<file path="config.mk">
export PLATFORM = sky130hd
export DESIGN_NAME = crm_reg_bank
export DESIGN_NICKNAME = d
export VERILOG_FILES = /design/src/rtl/crm_pkg.sv /design/src/rtl/crm_ref_mon.sv /design/src/rtl/crm_reg_bank.sv
export SDC_FILE = /design/constraint.sdc
export NUM_CORES = 1
export LEC_CHECK = 0
export BUFFER_PORTS_ARGS = -buffer_cell sky130_fd_sc_hd__buf_2
export CAP_MARGIN = 20
export CELL_PAD_IN_SITES_DETAIL_PLACEMENT = 2
export CELL_PAD_IN_SITES_GLOBAL_PLACEMENT = 2
export CORE_MARGIN = 2
export CORE_UTILIZATION = 41
export DETAILED_ROUTE_END_ITERATION = 7
export PLACE_DENSITY = 0.92
export RECOVER_POWER = 25
export SLEW_MARGIN = 20
export SYNTH_ARGS = -nofsm -noshare
export SYNTH_HDL_FRONTEND = slang
export SYNTH_HIERARCHICAL = 1
export SYNTH_SLANG_ARGS = --single-unit
</file>
<file path="constraint.sdc">
create_clock -name clk_i -period 4.46 [get_ports clk_i]
set_input_delay 0 -clock clk_i [delete_from_list [all_inputs] [get_ports clk_i]]
set_output_delay 0 -clock clk_i [all_outputs]
set_load 0.05 [all_outputs]
</file>
<file path="src/rtl/crm_pkg.sv">
// ============================================================================
// Shared constants for the custom reference monitor configuration bank.
package crm_pkg;

  // ==========================================================================
  // Register addresses on the internal register port (byte addresses).
  localparam logic [7:0] CRM_ADDR_FREQ_MODE_0 = 8'h65; // Reference 0..3 mode fields.
  localparam logic [7:0] CRM_ADDR_FREQ_MODE_1 = 8'h66; // Reference 4 mode field.
  localparam logic [7:0] CRM_ADDR_A_MULT_LO = 8'h67; // Profile A multiplier, low byte.
  localparam logic [7:0] CRM_ADDR_A_MULT_HI = 8'h68; // Profile A multiplier, upper six bits.
  localparam logic [7:0] CRM_ADDR_A_PER_LOW = 8'h69; // Profile A single-cycle low limit.
  localparam logic [7:0] CRM_ADDR_A_PER_HIGH = 8'h6A; // Profile A single-cycle high limit.
  localparam logic [7:0] CRM_ADDR_A_FRQ_LOW_LO = 8'h6B; // Profile A frequency low limit, bits 7:0.
  localparam logic [7:0] CRM_ADDR_A_FRQ_LOW_HI = 8'h6C; // Profile A frequency low limit, bits 15:8.
  localparam logic [7:0] CRM_ADDR_A_FRQ_HIGH_LO = 8'h6D; // Profile A frequency high limit, bits 7:0.
  localparam logic [7:0] CRM_ADDR_A_FRQ_HIGH_HI = 8'h6E; // Profile A frequency high limit, bits 15:8.
  localparam logic [7:0] CRM_ADDR_A_CYCLES = 8'h6F; // Profile A monitored cycles minus one.
  localparam logic [7:0] CRM_ADDR_A_PRESCALE = 8'h70; // Profile A divide-by-4 enable.
  localparam logic [7:0] CRM_ADDR_B_MULT_LO = 8'h71; // Profile B multiplier, low byte.
  localparam logic [7:0] CRM_ADDR_B_MULT_HI = 8'h72; // Profile B multiplier, upper six bits.
  localparam logic [7:0] CRM_ADDR_B_PER_LOW = 8'h73; // Profile B single-cycle low limit.
  localparam logic [7:0] CRM_ADDR_B_PER_HIGH = 8'h74; // Profile B single-cycle high limit.

  // The bank is one contiguous run of flip-flops indexed from the first address.
  localparam logic [7:0] CRM_BASE = CRM_ADDR_FREQ_MODE_0;
  localparam logic [7:0] CRM_LAST = CRM_ADDR_B_PER_HIGH;
  localparam int CRM_NUM_REGS = 16;
  localparam int CRM_IDX_W = 4;

  // ==========================================================================
  // Reset value and field layout.
  localparam logic [7:0] CRM_RESET_VAL = 8'h00; // Every register resets to zero.
  localparam logic [7:0] CRM_MASK_FULL = 8'hFF; // Fully writable byte.
  localparam logic [7:0] CRM_MASK_MULT_HI = 8'h3F; // Multiplier bits 13:8 sit in bits 5:0.
  localparam logic [7:0] CRM_MASK_MODE_1 = 8'h03; // Only reference 4 lives in the second mode register.
  localparam logic [7:0] CRM_MASK_PRESCALE = 8'h01; // Prescale enable is bit 0.
  localparam int CRM_NUM_REFS = 5; // Reference inputs under monitoring.
  localparam int CRM_MODE_W = 2; // Width of one reference mode field.
  localparam int CRM_MULT_W = 14; // Expected frequency in 8 kHz units.
  localparam int CRM_PER_W = 8; // Single-cycle limit width.
  localparam int CRM_FRQ_W = 16; // Cycle-frequency limit width.
  localparam logic [1:0] CRM_PRESCALE_LAST = 2'h3; // Last edge of a divide-by-4 group.

  // Reference mode encodings.
  typedef enum logic [1:0] {
    CRM_MODE_AUTO = 2'b00,
    CRM_MODE_PROF_A = 2'b01,
    CRM_MODE_PROF_B = 2'b10,
    CRM_MODE_RSVD = 2'b11
  } crm_mode_t;

  // Writable-bit mask for each register index; reserved bits are held at zero.
  function automatic logic [7:0] crm_wmask(input logic [CRM_IDX_W-1:0] idx);
    logic [7:0] addr;
    addr = CRM_BASE + {4'h0, idx};
    case (addr)
      CRM_ADDR_FREQ_MODE_1: crm_wmask = CRM_MASK_MODE_1;
      CRM_ADDR_A_MULT_HI: crm_wmask = CRM_MASK_MULT_HI;
      CRM_ADDR_B_MULT_HI: crm_wmask = CRM_MASK_MULT_HI;
      CRM_ADDR_A_PRESCALE: crm_wmask = CRM_MASK_PRESCALE;
      default: crm_wmask = CRM_MASK_FULL;
    endcase
  endfunction

endpackage

</file>
<file path="src/rtl/crm_ref_mon.sv">
`timescale 1ns/100ps
`default_nettype none
// ============================================================================
// Monitor for one reference input against the limits of its selected profile.
module crm_ref_mon (
  input wire logic clk_i,
  input wire logic sys_rst_i,
  input wire logic ref_i,
  input wire logic enable_i,
  input wire logic freq_check_i,
  input wire logic prescale_i,
  input wire logic [7:0] per_low_i,
  input wire logic [7:0] per_high_i,
  input wire logic [15:0] frq_low_i,
  input wire logic [15:0] frq_high_i,
  input wire logic [7:0] cycles_i,
  output logic fail_o
);

  logic ref_q; // Previous reference level for edge detection.
  logic [1:0] div_q; // Divide-by-4 edge counter.
  logic [7:0] per_q; // System clocks since the last reference edge.
  logic per_seen_q; // At least one edge seen, so a period is measurable.
  logic per_fail_q; // Single-cycle monitor verdict.
  logic [15:0] win_q; // System clocks inside the frequency window.
  logic [7:0] cyc_q; // Monitored edges counted in this window.
  logic win_run_q; // Window has been opened by a first edge.
  logic frq_fail_q; // Cycle-frequency monitor verdict.
  logic edge_w;
  logic mon_edge_w;

  assign edge_w = ref_i & ~ref_q;
  // With prescale only every fourth rising edge counts, stretching the window.
  assign mon_edge_w = prescale_i ? (edge_w && (div_q == crm_pkg::CRM_PRESCALE_LAST)) : edge_w;

  // ==========================================================================
  // Edge capture and prescaler.
  always_ff @(posedge clk_i or posedge sys_rst_i) begin
    if (sys_rst_i) begin
      ref_q <= 1'b0;
      div_q <= 2'h0;
    end else begin
      ref_q <= ref_i;
      // The prescaler restarts whenever the profile is off so windows align.
      if (!enable_i) begin
        div_q <= 2'h0;
      end else if (edge_w) begin
        div_q <= div_q + 2'h1;
      end
    end
  end

  // ==========================================================================
  // Single-cycle monitor: period between raw edges against the 8-bit limits.
  always_ff @(posedge clk_i or posedge sys_rst_i) begin
    if (sys_rst_i) begin
      per_q <= 8'h00;
      per_seen_q <= 1'b0;
      per_fail_q <= 1'b0;
    end else if (!enable_i) begin
      per_q <= 8'h00;
      per_seen_q <= 1'b0;
      per_fail_q <= 1'b0;
    end else if (edge_w) begin
      // A short period is judged at the edge that ends it.
      if (per_seen_q) begin
        per_fail_q <= (per_q < per_low_i) || (per_q > per_high_i);
      end
      per_q <= 8'h00;
      per_seen_q <= 1'b1;
    end else begin
      // A lost reference is flagged as soon as the high limit is passed.
      if (per_seen_q && (per_q > per_high_i)) begin
        per_fail_q <= 1'b1;
      end
      if (per_q != 8'hFF) begin
        per_q <= per_q + 8'h01;
      end
    end
  end

  // ==========================================================================
  // Cycle-frequency monitor: clocks spanned by cycles_i plus one monitored cycles.
  always_ff @(posedge clk_i or posedge sys_rst_i) begin
    if (sys_rst_i) begin
      win_q <= 16'h0000;
      cyc_q <= 8'h00;
      win_run_q <= 1'b0;
      frq_fail_q <= 1'b0;
    end else if (!enable_i || !freq_check_i) begin
      win_q <= 16'h0000;
      cyc_q <= 8'h00;
      win_run_q <= 1'b0;
      frq_fail_q <= 1'b0;
    end else if (mon_edge_w) begin
      if (win_run_q && (cyc_q == cycles_i)) begin
        // Window closes after cycles_i plus one monitored cycles.
        frq_fail_q <= (win_q < frq_low_i) || (win_q > frq_high_i);
        cyc_q <= 8'h00;
        win_q <= 16'h0001;
      end else if (win_run_q) begin
        // Inner edges keep counting, so the window spans every cycle in it.
        cyc_q <= cyc_q + 8'h01;
        if (win_q != 16'hFFFF) begin
          win_q <= win_q + 16'h0001;
        end
      end else begin
        // The first monitored edge opens the window.
        win_q <= 16'h0001;
      end
      win_run_q <= 1'b1;
    end else if (win_run_q && (win_q != 16'hFFFF)) begin
      win_q <= win_q + 16'h0001;
    end
  end

  // ==========================================================================
  // Combined verdict, registered so the top-level output is a flop.
  always_ff @(posedge clk_i or posedge sys_rst_i) begin
    if (sys_rst_i) begin
      fail_o <= 1'b0;
    end else begin
      fail_o <= enable_i && (per_fail_q || frq_fail_q);
    end
  end

endmodule
`default_nettype wire

</file>
<file path="src/rtl/crm_reg_bank.sv">
`timescale 1ns/100ps
`default_nettype none
// Functional notes
// - Profile B multiplier: 14 bits over two registers.
// - Profile A single-cycle low limit, 8 bits.
// - Profile A single-cycle high limit, 8 bits.
// - Profile B single-cycle low limit, 8 bits.
// - Profile A frequency low limit, 16 bits.
// - Profile A frequency high limit, 16 bits.
// - Monitored cycle count equals programmed value plus one.
// - Prescale bit divides reference by four.
// - Two-bit mode per reference: auto, A, B.
// - Profile A multiplier: 14 bits over two registers.
module crm_reg_bank (
  input wire logic clk_i,
  input wire logic sys_rst_i,
  input wire logic reg_wr_i,
  input wire logic reg_rd_i,
  input wire logic [7:0] reg_addr_i,
  input wire logic [7:0] reg_wdata_i,
  input wire logic [4:0] ref_clk_i,
  output logic [7:0] reg_rdata_o,
  output logic [4:0] ref_fail_o,
  output logic [9:0] input_frequency_select_o,
  output logic [13:0] prof_a_multiplier_o,
  output logic [13:0] prof_b_multiplier_o
);

  // ==========================================================================
  // Storage and decode.
  logic [7:0] regs_q [crm_pkg::CRM_NUM_REGS]; // Register bank, indexed from the base address.
  logic hit_w; // Address falls inside the bank.
  logic [crm_pkg::CRM_IDX_W-1:0] idx_w; // Index of the addressed register.
  logic [7:0] off_w; // Byte offset from the base address.

  assign hit_w = (reg_addr_i >= crm_pkg::CRM_BASE) && (reg_addr_i <= crm_pkg::CRM_LAST);
  assign off_w = reg_addr_i - crm_pkg::CRM_BASE;
  assign idx_w = off_w[crm_pkg::CRM_IDX_W-1:0];

  // Helper to read a register by its address constant.
  function automatic logic [7:0] rd(input logic [7:0] addr);
    logic [7:0] off;
    off = addr - crm_pkg::CRM_BASE;
    rd = regs_q[off[crm_pkg::CRM_IDX_W-1:0]];
  endfunction

  // ==========================================================================
  // Register writes. Reserved bits are masked off, so a careless write of a
  // one there can never select an undefined setting; they read back as zero.
  always_ff @(posedge clk_i or posedge sys_rst_i) begin
    if (sys_rst_i) begin
      for (int i = 0; i < crm_pkg::CRM_NUM_REGS; i++) begin
        regs_q[i] <= crm_pkg::CRM_RESET_VAL;
      end
    end else if (reg_wr_i && hit_w) begin
      // ..storage; masks enforce in hardware.
      regs_q[idx_w] <= reg_wdata_i & crm_pkg::crm_wmask(idx_w);
    end
  end

  // ==========================================================================
  // Read port: one cycle after the strobe; unmapped addresses return zero.
  always_ff @(posedge clk_i or posedge sys_rst_i) begin
    if (sys_rst_i) begin
      reg_rdata_o <= 8'h00;
    end else if (reg_rd_i) begin
      if (hit_w) begin
        reg_rdata_o <= regs_q[idx_w];
      end else begin
        reg_rdata_o <= 8'h00;
      end
    end
  end

  // ==========================================================================
  // Assembled configuration fields handed to the frequency logic. These are
  // wires off the bank flops, so the outputs still come straight from flops.
  logic [15:0] a_frq_low_w; // Profile A frequency low limit.
  logic [15:0] a_frq_high_w; // Profile A frequency high limit.
  logic [7:0] a_mult_hi_w; // Profile A multiplier upper byte.
  logic [7:0] b_mult_hi_w; // Profile B multiplier upper byte.
  logic [7:0] mode_hi_w; // Second mode register, reference 4 in bits 1:0.

  assign a_frq_low_w = {rd(crm_pkg::CRM_ADDR_A_FRQ_LOW_HI), rd(crm_pkg::CRM_ADDR_A_FRQ_LOW_LO)};
  assign a_frq_high_w = {rd(crm_pkg::CRM_ADDR_A_FRQ_HIGH_HI), rd(crm_pkg::CRM_ADDR_A_FRQ_HIGH_LO)};
  assign a_mult_hi_w = rd(crm_pkg::CRM_ADDR_A_MULT_HI);
  assign b_mult_hi_w = rd(crm_pkg::CRM_ADDR_B_MULT_HI);
  assign prof_a_multiplier_o = {a_mult_hi_w[5:0], rd(crm_pkg::CRM_ADDR_A_MULT_LO)};
  assign prof_b_multiplier_o = {b_mult_hi_w[5:0], rd(crm_pkg::CRM_ADDR_B_MULT_LO)};
  assign mode_hi_w = rd(crm_pkg::CRM_ADDR_FREQ_MODE_1) & crm_pkg::CRM_MASK_MODE_1;
  assign input_frequency_select_o = {mode_hi_w[1:0], rd(crm_pkg::CRM_ADDR_FREQ_MODE_0)};

  // ==========================================================================
  // One monitor per reference. The mode field picks the profile whose limits
  // apply; auto and reserved modes leave the monitor idle. Profile B has no
  // frequency limits in this bank, so only its single-cycle check runs.
  for (genvar r = 0; r < crm_pkg::CRM_NUM_REFS; r++) begin : g_mon
    crm_pkg::crm_mode_t mode_w; // Mode of this reference.
    logic is_a_w; // Reference follows profile A.
    logic is_b_w; // Reference follows profile B.
    logic [7:0] prescale_w; // Profile A prescale register.

    assign mode_w = crm_pkg::crm_mode_t'(input_frequency_select_o[r*2 +: 2]);
    assign is_a_w = (mode_w == crm_pkg::CRM_MODE_PROF_A);
    assign is_b_w = (mode_w == crm_pkg::CRM_MODE_PROF_B);
    assign prescale_w = rd(crm_pkg::CRM_ADDR_A_PRESCALE);

    crm_ref_mon u_mon (
      .clk_i(clk_i),
      .sys_rst_i(sys_rst_i),
      .ref_i(ref_clk_i[r]),
      .enable_i(is_a_w || is_b_w),
      .freq_check_i(is_a_w),
      .prescale_i(is_a_w && prescale_w[0]),
      .per_low_i(is_a_w ? rd(crm_pkg::CRM_ADDR_A_PER_LOW) : rd(crm_pkg::CRM_ADDR_B_PER_LOW)),
      .per_high_i(is_a_w ? rd(crm_pkg::CRM_ADDR_A_PER_HIGH) : rd(crm_pkg::CRM_ADDR_B_PER_HIGH)),
      .frq_low_i(a_frq_low_w),
      .frq_high_i(a_frq_high_w),
      .cycles_i(rd(crm_pkg::CRM_ADDR_A_CYCLES)),
      .fail_o(ref_fail_o[r])
    );
  end

endmodule
`default_nettype wire

</file>
==> results.md, run 1 <==
- Status: finished with violations
- Failing checks: capacitance limit, slew limit
- DRT iter0 DRCs: 1,809
- Remaining DRCs: 0
- Period utilization: 91.1%
- Drt pass-1 iters: 5
- Critical Path Sink Type: register
- Row count: 89
- Final nets: 2,869
- FFs w/ async S/R, synth: 100%
- Die Width: 247 um
- Placer congestion estimate: 0.902
- Synth Net Count: 2,834
- Peak VDD IR: 0.391 mV
- Area grow syn2layout: 9.60%
- Area of the multi-input gates: 14,100 um2
- HP Class: input port to register
- Crit-path max cell delay: 830 ps
- Sequential area share after synthesis: 34.7%
- Synth warn: 6
- Layout cells sized above 1: 14.5%
- Via-per-instance ratio: 6.77
- Synth unique cells: 77
- Top Ports: 76
- Final setup fails: 0
- Pin count of the biggest net entering global routing: 105
- RSZ-0062 raised after global routing: false
- CP Launch Type: register
- Max cap viols: 6
- Slew headroom: -87.7%
- Total GRT Usage: 39.4%
- Clk buf depth: 3
- Final setup margin: 397 ps
- Setup bufs post-CTS: 0
- Post-cts sizing count: 0
- Post-Syn Instances: 2,549
- Die height: 247 um
- First-pass GRT wire length: 176,000 um
- Kind of critical path: register to register
- Core region area: 58,700 um2
- Metal2 WL: 56,800 um
- PortBufs: 75
- Worst skew pair latency: 660 ps
- Worst slack, placed: 1080 ps
- CP Buf/Inv Count: 2
- Number of global-route vias before repair: 25,900
- Aggregate global routing overflow: 0
- Transition time of the tightest slew-check pin: 2820 ps
- Leakage: 11.4 nW
- H-Tree Depth: 2
- Final ANT Viol Nets: 0
- EDFF count, synth: 0
- CTS tree: done
- Pwr Density: 323 nW/um2
- CP max FO: 20
- Initial Utilization: 41.3%
- Die ar.: 61,000 um2
- Via count: 22,900
- FF/Latch Area: 8410 um2
- Post-DP HPWL: 73,400 um
- Clock sinks: 336
- Wire length on met3: 9260 um
- Top delay family on crit path: adder cells
- Main synth FF type: dfrtp_1
- Minimum clock period: 4060 ps
- Root Buffer: clkbuf_16
- Uppermost layer routed: met5
- Crit path cell chain: inv_1 > ha_1 > mux2_2 > inv_1 > ha_1 > a21oi_1 > o21ai_0 > mux2i_1 > a21oi_1 > nor3_1 > nor3_1
- Wl on met1: 41,400 um
- Max Transition Viols Final: 310
- Post-synthesis cell area: 24,200 um2
- Final-layout fill cell count: 6,078
- Max Clock Skew: 62.0 ps
- Critical path arrival: 4580 ps
- DRT Wirelength: 120,000 um
- Critical Path RT: 4980 ps
- Routed len/inst: 35.3 um
- Final setup TNS: 0 ps
- Fmax: 246 MHz
- Crit path max-delay cell type: ha_1
- Initial antenna violation count: 6
- Number of buffers created by CTS: 42
- Hold Vio Cnt, Final: 0
- Synthesized area per cell: 9.50 um2
- Register clock-pin slew on the reported worst setup and hold paths: 70 ps
- Synthesized flop and latch total: 336
-- sequential cells by signal (all words and copies together) (netlist names) --
signal                    flops
a_frq_high_w                 16
a_frq_low_w                  16
a_mult_hi_w                   8
b_mult_hi_w                   8
g_mon.prescale_w              8
g_mon.u_mon/cyc_q            40
g_mon.u_mon/div_q            10
g_mon.u_mon/fail_o            5
g_mon.u_mon/frq_fail_q        5
g_mon.u_mon/per_fail_q        5
g_mon.u_mon/per_q            40
g_mon.u_mon/per_seen_q        5
g_mon.u_mon/ref_q             5
g_mon.u_mon/win_q            80
g_mon.u_mon/win_run_q         5
input_frequency_select_o     10
prof_a_multiplier_o           8
prof_b_multiplier_o           8
reg_rdata_o                   8
regs_q                       46
-- logic make-up (layout without fill, tap and decap cells) --
logic type      count (synthesis)  count (layout)  share of synthesized area (%)
compound gates                460             460                           12.0
xor+xnor                      145             145                           5.25
fa+ha+maj                     260             260                           13.4
buf+inv                       397             458                           7.22
flops                         336             336                           34.7
mux                           205             205                           10.9
other cells                     0               6                              0
simple gates                  746             746                           16.4
-- Yosys cell counts (20+ instances only) --
cell type	number	area [um2]
nand2b_1	20	125
and3_1	33	206
xor2_1	79	692
nor2_1	208	781
nand2_1	141	529
a21o_1	22	165
o21ai_0	114	571
buf_2	31	155
dfrtp_1	336	8410
nand3_1	68	340
nand4_1	89	557
mux4_2	32	721
o21ai_1	41	205
clkbuf_1	29	109
nor2b_1	31	194
o21a_1	27	203
inv_1	281	1050
mux2_2	141	1590
xnor2_1	66	578
ha_1	260	3250
nor3_1	45	225
a21oi_1	120	601
buf_4	42	315
-- stage by stage --
step | cell area (um2) | hold WS [ps] | total power [W] | util (%) | std cells
after global placement | 25000 | 120 | 0.00456 | 42.6 | 3296
after floorplan | 24200 | 31.4 | 0.00419 | - | 2549
after detailed placement | 25000 | 121 | 0.00472 | 42.6 | 3296
final | 26500 | 53.0 | 0.00857 | 45.2 | 3389
after global routing | 26500 | 86.0 | 0.00870 | 45.2 | 3384
after CTS | 26500 | 34.1 | 0.00851 | 45.2 | 3383
-- cells in the final DEF (no fill, tap or decap), drive strengths merged, types with 16 or more instances in the layout --
cell type,synthesis,final
nor3,50,50
o21ai,160,160
mux4,32,32
nor2b,32,32
mux2i,19,19
nor2,212,212
xnor2,66,66
dfrtp,336,336
o211ai,17,17
and3,38,38
nand2b,20,20
o22ai,16,16
and2,19,19
xor2,79,79
inv,282,278
nand4,92,92
nand2,146,146
clkbuf,30,68
dlygate4sd3,0,17
o21a,27,27
ha,260,260
nand3,78,78
a21o,22,22
mux2,154,154
a21oi,128,128
buf,85,79
-- worst paths after layout --
check | cells after the start | end | startpoint | slack [ps]
max in group asynchronous | 4 | g_mon[1].u_mon/win_q[15]$_DFFE_PP0P_ | sys_rst_i | 1530
hold / removal | 2 | g_mon[0].u_mon/ref_q$_DFF_PP0_ | ref_clk_i[0] | 50
setup / recovery | 11 | g_mon[2].u_mon/per_fail_q$_DFFE_PP0P_ | input_frequency_select_o[5]$_DFFE_PP0P_ | 400
hold reg to reg | 1 | prof_a_multiplier_o[6]$_DFFE_PP0P_ | prof_a_multiplier_o[6]$_DFFE_PP0P_ | 540
min in group asynchronous | 3 | b_mult_hi_w[4]$_DFFE_PP0P_ | sys_rst_i | 1020
setup reg to reg | 11 | g_mon[2].u_mon/per_fail_q$_DFFE_PP0P_ | input_frequency_select_o[5]$_DFFE_PP0P_ | 400
-- layer usage --
metal	up-vias	global-route usage (%)
met5	-	0
met4	8	34.5
met3	757	9.29
met2	1525	65.6
met1	11600	41.7
li1	9029	-
-- area by class of cell --
class / count / area share, %
inverters: 282 / 4.00
clock buffers: 58 / 4.60
diodes: 6 / 0.0566
well taps: 773 / 3.65
multi-input cells: 1816 / 53.0
clock inverters: 12 / 0.684
flip-flops and latches: 336 / 31.7
repair buffers: 106 / 2.36
-- worst reg2reg max path, cell delays in order (launching register included) --
cell	delay, ps
dfrtp_1	460
inv_1	230
ha_1	830
mux2_2	460
inv_1	170
ha_1	230
a21oi_1	100
o21ai_0	410
mux2i_1	270
a21oi_1	360
nor3_1	120
nor3_1	280
-- power breakdown --
part	internal [W]	leakage [nW]	switching, W	total (W)
clock network	0.00204	0.687	0.00166	0.00370
logic	0.000488	6.07	0.000979	0.00147
registers	0.00312	4.66	0.000279	0.00340
total	0.00566	11.4	0.00292	0.00857
-- repair_timing --
action                                  CTS  global route
hold buffers                             17             0
endpoints found under the setup margin    0             0
endpoints found under the hold margin   411             0
(Power assumes the default switching activity.)
==> run 2: changes to the inputs <==
--- a/config.mk
+++ b/config.mk
@@ -11,7 +11,9 @@
 export CELL_PAD_IN_SITES_GLOBAL_PLACEMENT = 2
 export CORE_MARGIN = 2
 export CORE_UTILIZATION = 41
+export CTS_CLUSTER_SIZE = 40
 export DETAILED_ROUTE_END_ITERATION = 7
+export MAX_ROUTING_LAYER = met4
 export PLACE_DENSITY = 0.92
 export RECOVER_POWER = 25
 export SLEW_MARGIN = 20
==> run 2 against run 1 <==
  * The run still ends with capacitance limit, slew limit left
  * Setup slack improved by 540 ps
  * Via count shrank 2.1%
  * Combinational power hardly changed
  * Register-to-register slack improved by 540 ps
  * Total power decreased by 1.9%
  * First-iteration DRC count grew 1.6%
  * Sequential power about the same
  * Critical path type unchanged
  * Highest routed layer is now met4
==> results.md, run 2 (synthesis results as in run 1) <==
- Status: finished with violations
- Failing checks: capacitance limit, slew limit
- Placer congestion estimate: 0.927 (+2.8%)
- Die Width: 247 um (unchanged)
- Post-DP HPWL: 72,300 um (-1.5%)
- Final Power: 0.00841 W (-1.9%)
- Core region area: 58,700 um2 (unchanged)
- Aggregate global routing overflow: 0 (unchanged)
- Max Transition Viols Final: 313 (+0.97%)
- CP Launch Type: register
- Peak VDD IR: 0.301 mV (-23%)
- Commonest cells after routing, fill and taps aside: dfrtp_1 (336), inv_1 (276), ha_1 (259)
- Number of buffers created by CTS: 42 (unchanged)
- Critical Path RT: 4990 ps (about the same)
- PortBufs: 75 (unchanged)
- Most common cell after layout, fill and taps aside: dfrtp_1
- Pwr Density: 318 nW/um2 (-1.6%)
- Routed len/inst: 33.5 um (-5.2%)
- Final ANT Viol Nets: 0 (unchanged)
- Worst slack, placed: 1160 ps (+84.0 ps)
- Number of global-route vias before repair: 25,600 (-1.2%)
- Final nets: 2,867 (-0.070%)
- Initial antenna violation count: 7 (+1)
- Cell total after placement: 3,296 (unchanged)
- CP Buf/Inv Count: 2 (unchanged)
- Final setup fails: 0 (unchanged)
- Top Ports: 76 (unchanged)
- Crit path cell chain: inv_1 > ha_1 > mux2_2 > inv_1 > ha_1 > a21oi_1 > o21ai_0 > nor2_1 > a21oi_1 > nor3_1 > nor3_1
- Fmax: 284 MHz (+15%)
- Root Buffer: clkbuf_16
- Worst skew pair latency: 630 ps (-30 ps)
- Hold Vio Cnt, Final: 0 (unchanged)
- H-Tree Depth: 2 (unchanged)
- Remaining DRCs: 0 (unchanged)
- Register clock-pin slew on the reported worst setup and hold paths: 70 ps (about the same)
- RSZ-0062 raised after global routing: false
- Total GRT Usage: 38.7% (-0.70 points)
- Crit path max-delay cell type: ha_1
- Kind of critical path: register to register
- Transition time of the tightest slew-check pin: 2760 ps (-51.8 ps)
- Final-layout fill cell count: 6,161 (+1.4%)
- HP Class: input port to register
- Final setup TNS: 0 ps (unchanged)
- Finished Layout Cells: 3,394 (+0.15%)
- Max cap viols: 7 (+1)
- Critical Path Sink Type: register
- Row count: 89 (unchanged)
- Area grow syn2layout: 9.31%
- Top delay family on crit path: adder cells
- Final setup margin: 936 ps (+539 ps)
- Crit-path max cell delay: 850 ps (+20 ps)
- Layout cells sized above 1: 14.5% (+0.022 points)
- First-pass GRT wire length: 170,000 um (-3.8%)
- Initial Utilization: 41.3% (unchanged)
- Via count: 22,500 (-2.1%)
- Slew headroom: -84.2% (+3.5 points)
- Clock sinks: 336 (unchanged)
- Max Clock Skew: 50.9 ps (-11.1 ps)
- Via-per-instance ratio: 6.62 (-2.2%)
- Critical path arrival: 4050 ps (-530 ps)
- Die height: 247 um (unchanged)
- Setup bufs post-CTS: 0 (unchanged)
- DRT iter0 DRCs: 1,838 (+1.6%)
- DRT Wirelength: 114,000 um (-5.1%)
- Leakage: 11.4 nW (-0.26%)
- CP max FO: 19 (-5.0%)
- Register with the most flip-flops: g_mon.u_mon/win_q
- Die ar.: 61,000 um2 (unchanged)
- Period utilization: 79.0% (-12 points)
- Clk buf depth: 3 (unchanged)
- Top flop regs: g_mon.u_mon/win_q x80, regs_q x46
- CTS tree: done
- Minimum clock period: 3520 ps (-539 ps)
- Pin count of the biggest net entering global routing: 106 (+0.95%)
- Max reg flops: 80 (unchanged)
- Drt pass-1 iters: 5 (unchanged)
## run 2: worst paths after layout
check	startpoint	end	slack, ps	cells past startpoint
max in group asynchronous	sys_rst_i	regs_q[41]$_DFFE_PP0P_	960	5
min in group asynchronous	sys_rst_i	b_mult_hi_w[3]$_DFFE_PP0P_	650	3
worst min-delay path	reg_wdata_i[0]	b_mult_hi_w[0]$_DFFE_PP0P_	40	2
worst min register to register	g_mon[0].u_mon/per_seen_q$_DFFE_PP0P_	g_mon[0].u_mon/per_seen_q$_DFFE_PP0P_	520	1
worst max register to register	input_frequency_select_o[7]$_DFFE_PP0P_	g_mon[3].u_mon/per_fail_q$_DFFE_PP0P_	940	11
worst max-delay path	input_frequency_select_o[7]$_DFFE_PP0P_	g_mon[3].u_mon/per_fail_q$_DFFE_PP0P_	940	11
## run 2: routing by layer
layer | global-route usage [%] | vias up | share of wire (%)
met5 | - | - | 0
met4 | 30.2 | 0 | 9.3
met3 | 9.88 | 683 | 7.6
met2 | 63.3 | 1298 | 48
met1 | 39.6 | 11500 | 35
li1 | - | 9018 | -
## run 2: final cells by class
cell class                 instances  area, um2  share of cell area [%]
multi-input combinational       1816      14100                    53.1
sequential                       336       8410                    31.8
clock buffer                      61       1210                    4.58
inverter                         282       1060                    4.00
tap                              773        967                    3.65
timing repair buffer             104        599                    2.26
clock inverter                    14        141                   0.534
antenna                            8       20.0                  0.0756
## run 2: metrics by stage
step | hold slack (ps) | cell area [um2] | utilization (%)
after floorplan | 31.4 | 24200 | -
after global placement | 121 | 25000 | 42.6
after detailed placement | 124 | 25000 | 42.6
after CTS | 0.669 | 26500 | 45.1
after global routing | 7.84 | 26500 | 45.1
final | 36.0 | 26500 | 45.1
## run 2: power breakdown
| part | internal (W) | switching, W |
|---|---|---|
| Sequential | 0.00312 | 0.000269 |
| Clock | 0.00201 | 0.00156 |
| Combinational | 0.000486 | 0.000961 |
| Total | 0.00562 | 0.00279 |
## run 2: repair_timing
action	CTS	global route
gates resized for setup	0	0
endpoints found under the hold margin	396	0
hold buffers	14	0
==> run 3: changes to the inputs <==
==> constraint.sdc (replaced) <==
create_clock -name clk_i -period 3.3 [get_ports clk_i]
set_input_delay 0 -clock clk_i [delete_from_list [all_inputs] [get_ports clk_i]]
set_output_delay 0 -clock clk_i [all_outputs]
set_load 0.05 [all_outputs]
==> run 3 against run 2 <==
  * The flow finishes with violations (capacitance limit, slew limit, setup timing)
  * Global-route usage rose by 2.6 points
  * Clock power rose by 43%
  * Worst hold slack improved by 12 ps
  * Utilization rose by 0.51 points
  * First-iteration DRC count rose by 11%
  * Clock skew rose by 5.8 ps
  * Sequential share of layout area fell by 0.35 points
  * Register-to-register slack got worse by 1000 ps
  * Highest routed layer unchanged
  * Maximum frequency rose by 4.5%
  * Critical path depth rose by 1
  * Cell count rose by 0.80%
  * Largest cell class unchanged
  * Flip-flop and latch count did not move
==> results.md, run 3 (synthesis results as in run 1) <==
- Core region area: 58,700 um2 (unchanged)
- Max Transition Viols Final: 155 (-50%)
- Most common cell after layout, fill and taps aside: dfrtp_1
- Placed cell area: 25,100 um2 (+0.68%)
- Failing checks: capacitance limit, slew limit, setup timing
- Critical path arrival: 3870 ps (-180 ps)
- Period utilization: 102% (+23 points)
- Post-route design area: 26,800 um2 (+1.1%)
- Commonest cells after routing, fill and taps aside: dfrtp_1 (336), inv_1 (278), ha_1 (256)
- Max reg flops: 80 (unchanged)
- Hold Startpoint: ref_clk_i[0]
- Fmax: 297 MHz (+4.5%)
- Final setup fails: 1 (+1)
- Aggregate global routing overflow: 0 (unchanged)
- Kind of critical path: register to register
- Cell total after placement: 3,317 (+0.64%)
- Layout cells sized above 1: 15.6% (+1.1 points)
- Leakage: 11.5 nW (+1.4%)
- Final setup margin: -71.1 ps (-1010 ps)
- Placer congestion estimate: 0.946 (+2.0%)
- Transition time of the tightest slew-check pin: 2520 ps (-242 ps)
- Die Width: 247 um (unchanged)
- CP Launch Type: register
- Top flop regs: g_mon.u_mon/win_q x80, regs_q x46
- Row count: 89 (unchanged)
- Pin count of the biggest net entering global routing: 58 (-45%)
- CTS tree: done
- Hold Vio Cnt, Final: 0 (unchanged)
- Total GRT Usage: 41.3% (+2.6 points)
- Worst setup path start: input_frequency_select_o[9]$_DFFE_PP0P_
- Via-per-instance ratio: 6.76 (+2.2%)
- Finished Layout Cells: 3,421 (+0.80%)
- Top Ports: 76 (unchanged)
- Remaining DRCs: 0 (unchanged)
- Via count: 23,100 (+3.0%)
- Register with the most flip-flops: g_mon.u_mon/win_q
- Final Power: 0.0117 W (+40%)
- Number of buffers created by CTS: 42 (unchanged)
- Pwr Density: 438 nW/um2 (+38%)
- Die ar.: 61,000 um2 (unchanged)
- Register clock-pin slew on the reported worst setup and hold paths: 70 ps (about the same)
- Clock sinks: 336 (unchanged)
- Area grow syn2layout: 10.5%
- CP max FO: 19 (unchanged)
- Slew headroom: -68.1% (+16 points)
- Minimum clock period: 3370 ps (-153 ps)
- Final-layout fill cell count: 6,123 (-0.62%)
- DRT iter0 DRCs: 2,031 (+11%)
- Number of global-route vias before repair: 26,200 (+2.3%)
- Clk buf depth: 3 (unchanged)
- Worst skew pair latency: 640 ps (about the same)
- Root Buffer: clkbuf_16
- DRT Wirelength: 122,000 um (+7.2%)
- First-pass GRT wire length: 179,000 um (+5.5%)
- Die height: 247 um (unchanged)
- Critical Path Sink Type: register
- Final setup TNS: -71.1 ps (-71.1 ps)
- Status: finished with violations
- Peak VDD IR: 0.427 mV (+42%)
- PortBufs: 75 (unchanged)
- RSZ-0062 raised after global routing: false
- H-Tree Depth: 2 (unchanged)
- Max Clock Skew: 56.7 ps (+5.82 ps)
- Final ANT Viol Nets: 0 (unchanged)
- Final nets: 2,887 (+0.70%)
- Max cap viols: 4 (-3)
- Drt pass-1 iters: 7 (+2)
- Initial Utilization: 41.3% (unchanged)
- Initial antenna violation count: 10 (+3)
- HP Class: input port to register
- Routed len/inst: 35.6 um (+6.4%)
- Post-DP HPWL: 74,000 um (+2.3%)
- Critical Path RT: 3800 ps (-1190 ps)
- RR Startpoint: input_frequency_select_o[9]$_DFFE_PP0P_
run 3: changes by cell type in the layout (fill, tap and decap cells not counted), moves of 3 or more:
cell      delta
clkbuf_1     -5
diode_2      +5
buf_4       +20
ha_1         -3
run 3: worst paths after layout:
kind,endpoint,slack [ps],cells past startpoint
hold / removal,g_mon[0].u_mon/ref_q$_DFF_PP0_,50,2
setup / recovery,g_mon[4].u_mon/per_fail_q$_DFFE_PP0P_,-70,12
min in group asynchronous,g_mon[0].u_mon/per_q[1]$_DFFE_PP0P_,270,3
max in group asynchronous,g_mon[3].u_mon/win_q[0]$_DFFE_PP0P_,600,4
setup reg to reg,g_mon[4].u_mon/per_fail_q$_DFFE_PP0P_,-70,12
hold reg to reg,g_mon[0].u_mon/fail_o$_DFF_PP0_,530,1
run 3: report_power, final:
group | leakage (nW) | total [W] | switching [W] | internal, W
Clock | 0.709 | 0.00512 | 0.00228 | 0.00284
Combinational | 6.17 | 0.00202 | 0.00134 | 0.000680
Sequential | 4.66 | 0.00460 | 0.000375 | 0.00422
Total | 11.5 | 0.0117 | 0.00399 | 0.00774
run 3: metrics by stage:
stage          hold WS (ps)  setup slack [ps]  utilization, %
5_1_grt                76.8              54.2            45.6
4_1_cts                6.01               122            45.6
3_5_place_dp           90.8               252            42.8
2_1_floorplan          31.4               562               -
3_3_place_gp           68.4               470            42.8
6_report               48.2             -71.1            45.6
run 3: critical path: stages, from the launching register on:
cell	delay, ps
dfrtp_1	470
inv_1	100
ha_1	170
buf_4	310
mux2_2	410
inv_1	90
ha_1	260
nor2b_1	150
o21a_1	180
o21ai_0	310
a21oi_2	170
nor3_1	430
nor3_1	160
run 3: repair_timing:
action / CTS / global route
setup buffers: 0 / 0
endpoints found under the setup margin: 1 / 4
hold buffers: 14 / 0
endpoints found under the hold margin: 325 / 0
gates resized for setup: 1 / 6
run 3: cell type report:
| class | count | area, um2 | area share (%) |
|---|---|---|---|
| Timing Repair Buffer | 124 | 768 | 2.87 |
| Multi-Input combinational cell | 1816 | 14100 | 52.6 |
| Tap cell | 773 | 967 | 3.61 |
| Clock inverter | 17 | 230 | 0.860 |
| Antenna cell | 13 | 32.5 | 0.122 |
| Sequential cell | 336 | 8410 | 31.4 |
| Clock buffer | 60 | 1220 | 4.55 |
| Inverter | 282 | 1060 | 3.96 |
run 3: layer usage:
layer	routed length, um	GRT usage (%)
met1	41700	41.9
met5	0	-
met2	57500	66.7
met4	13000	36.3
met3	9600	9.79
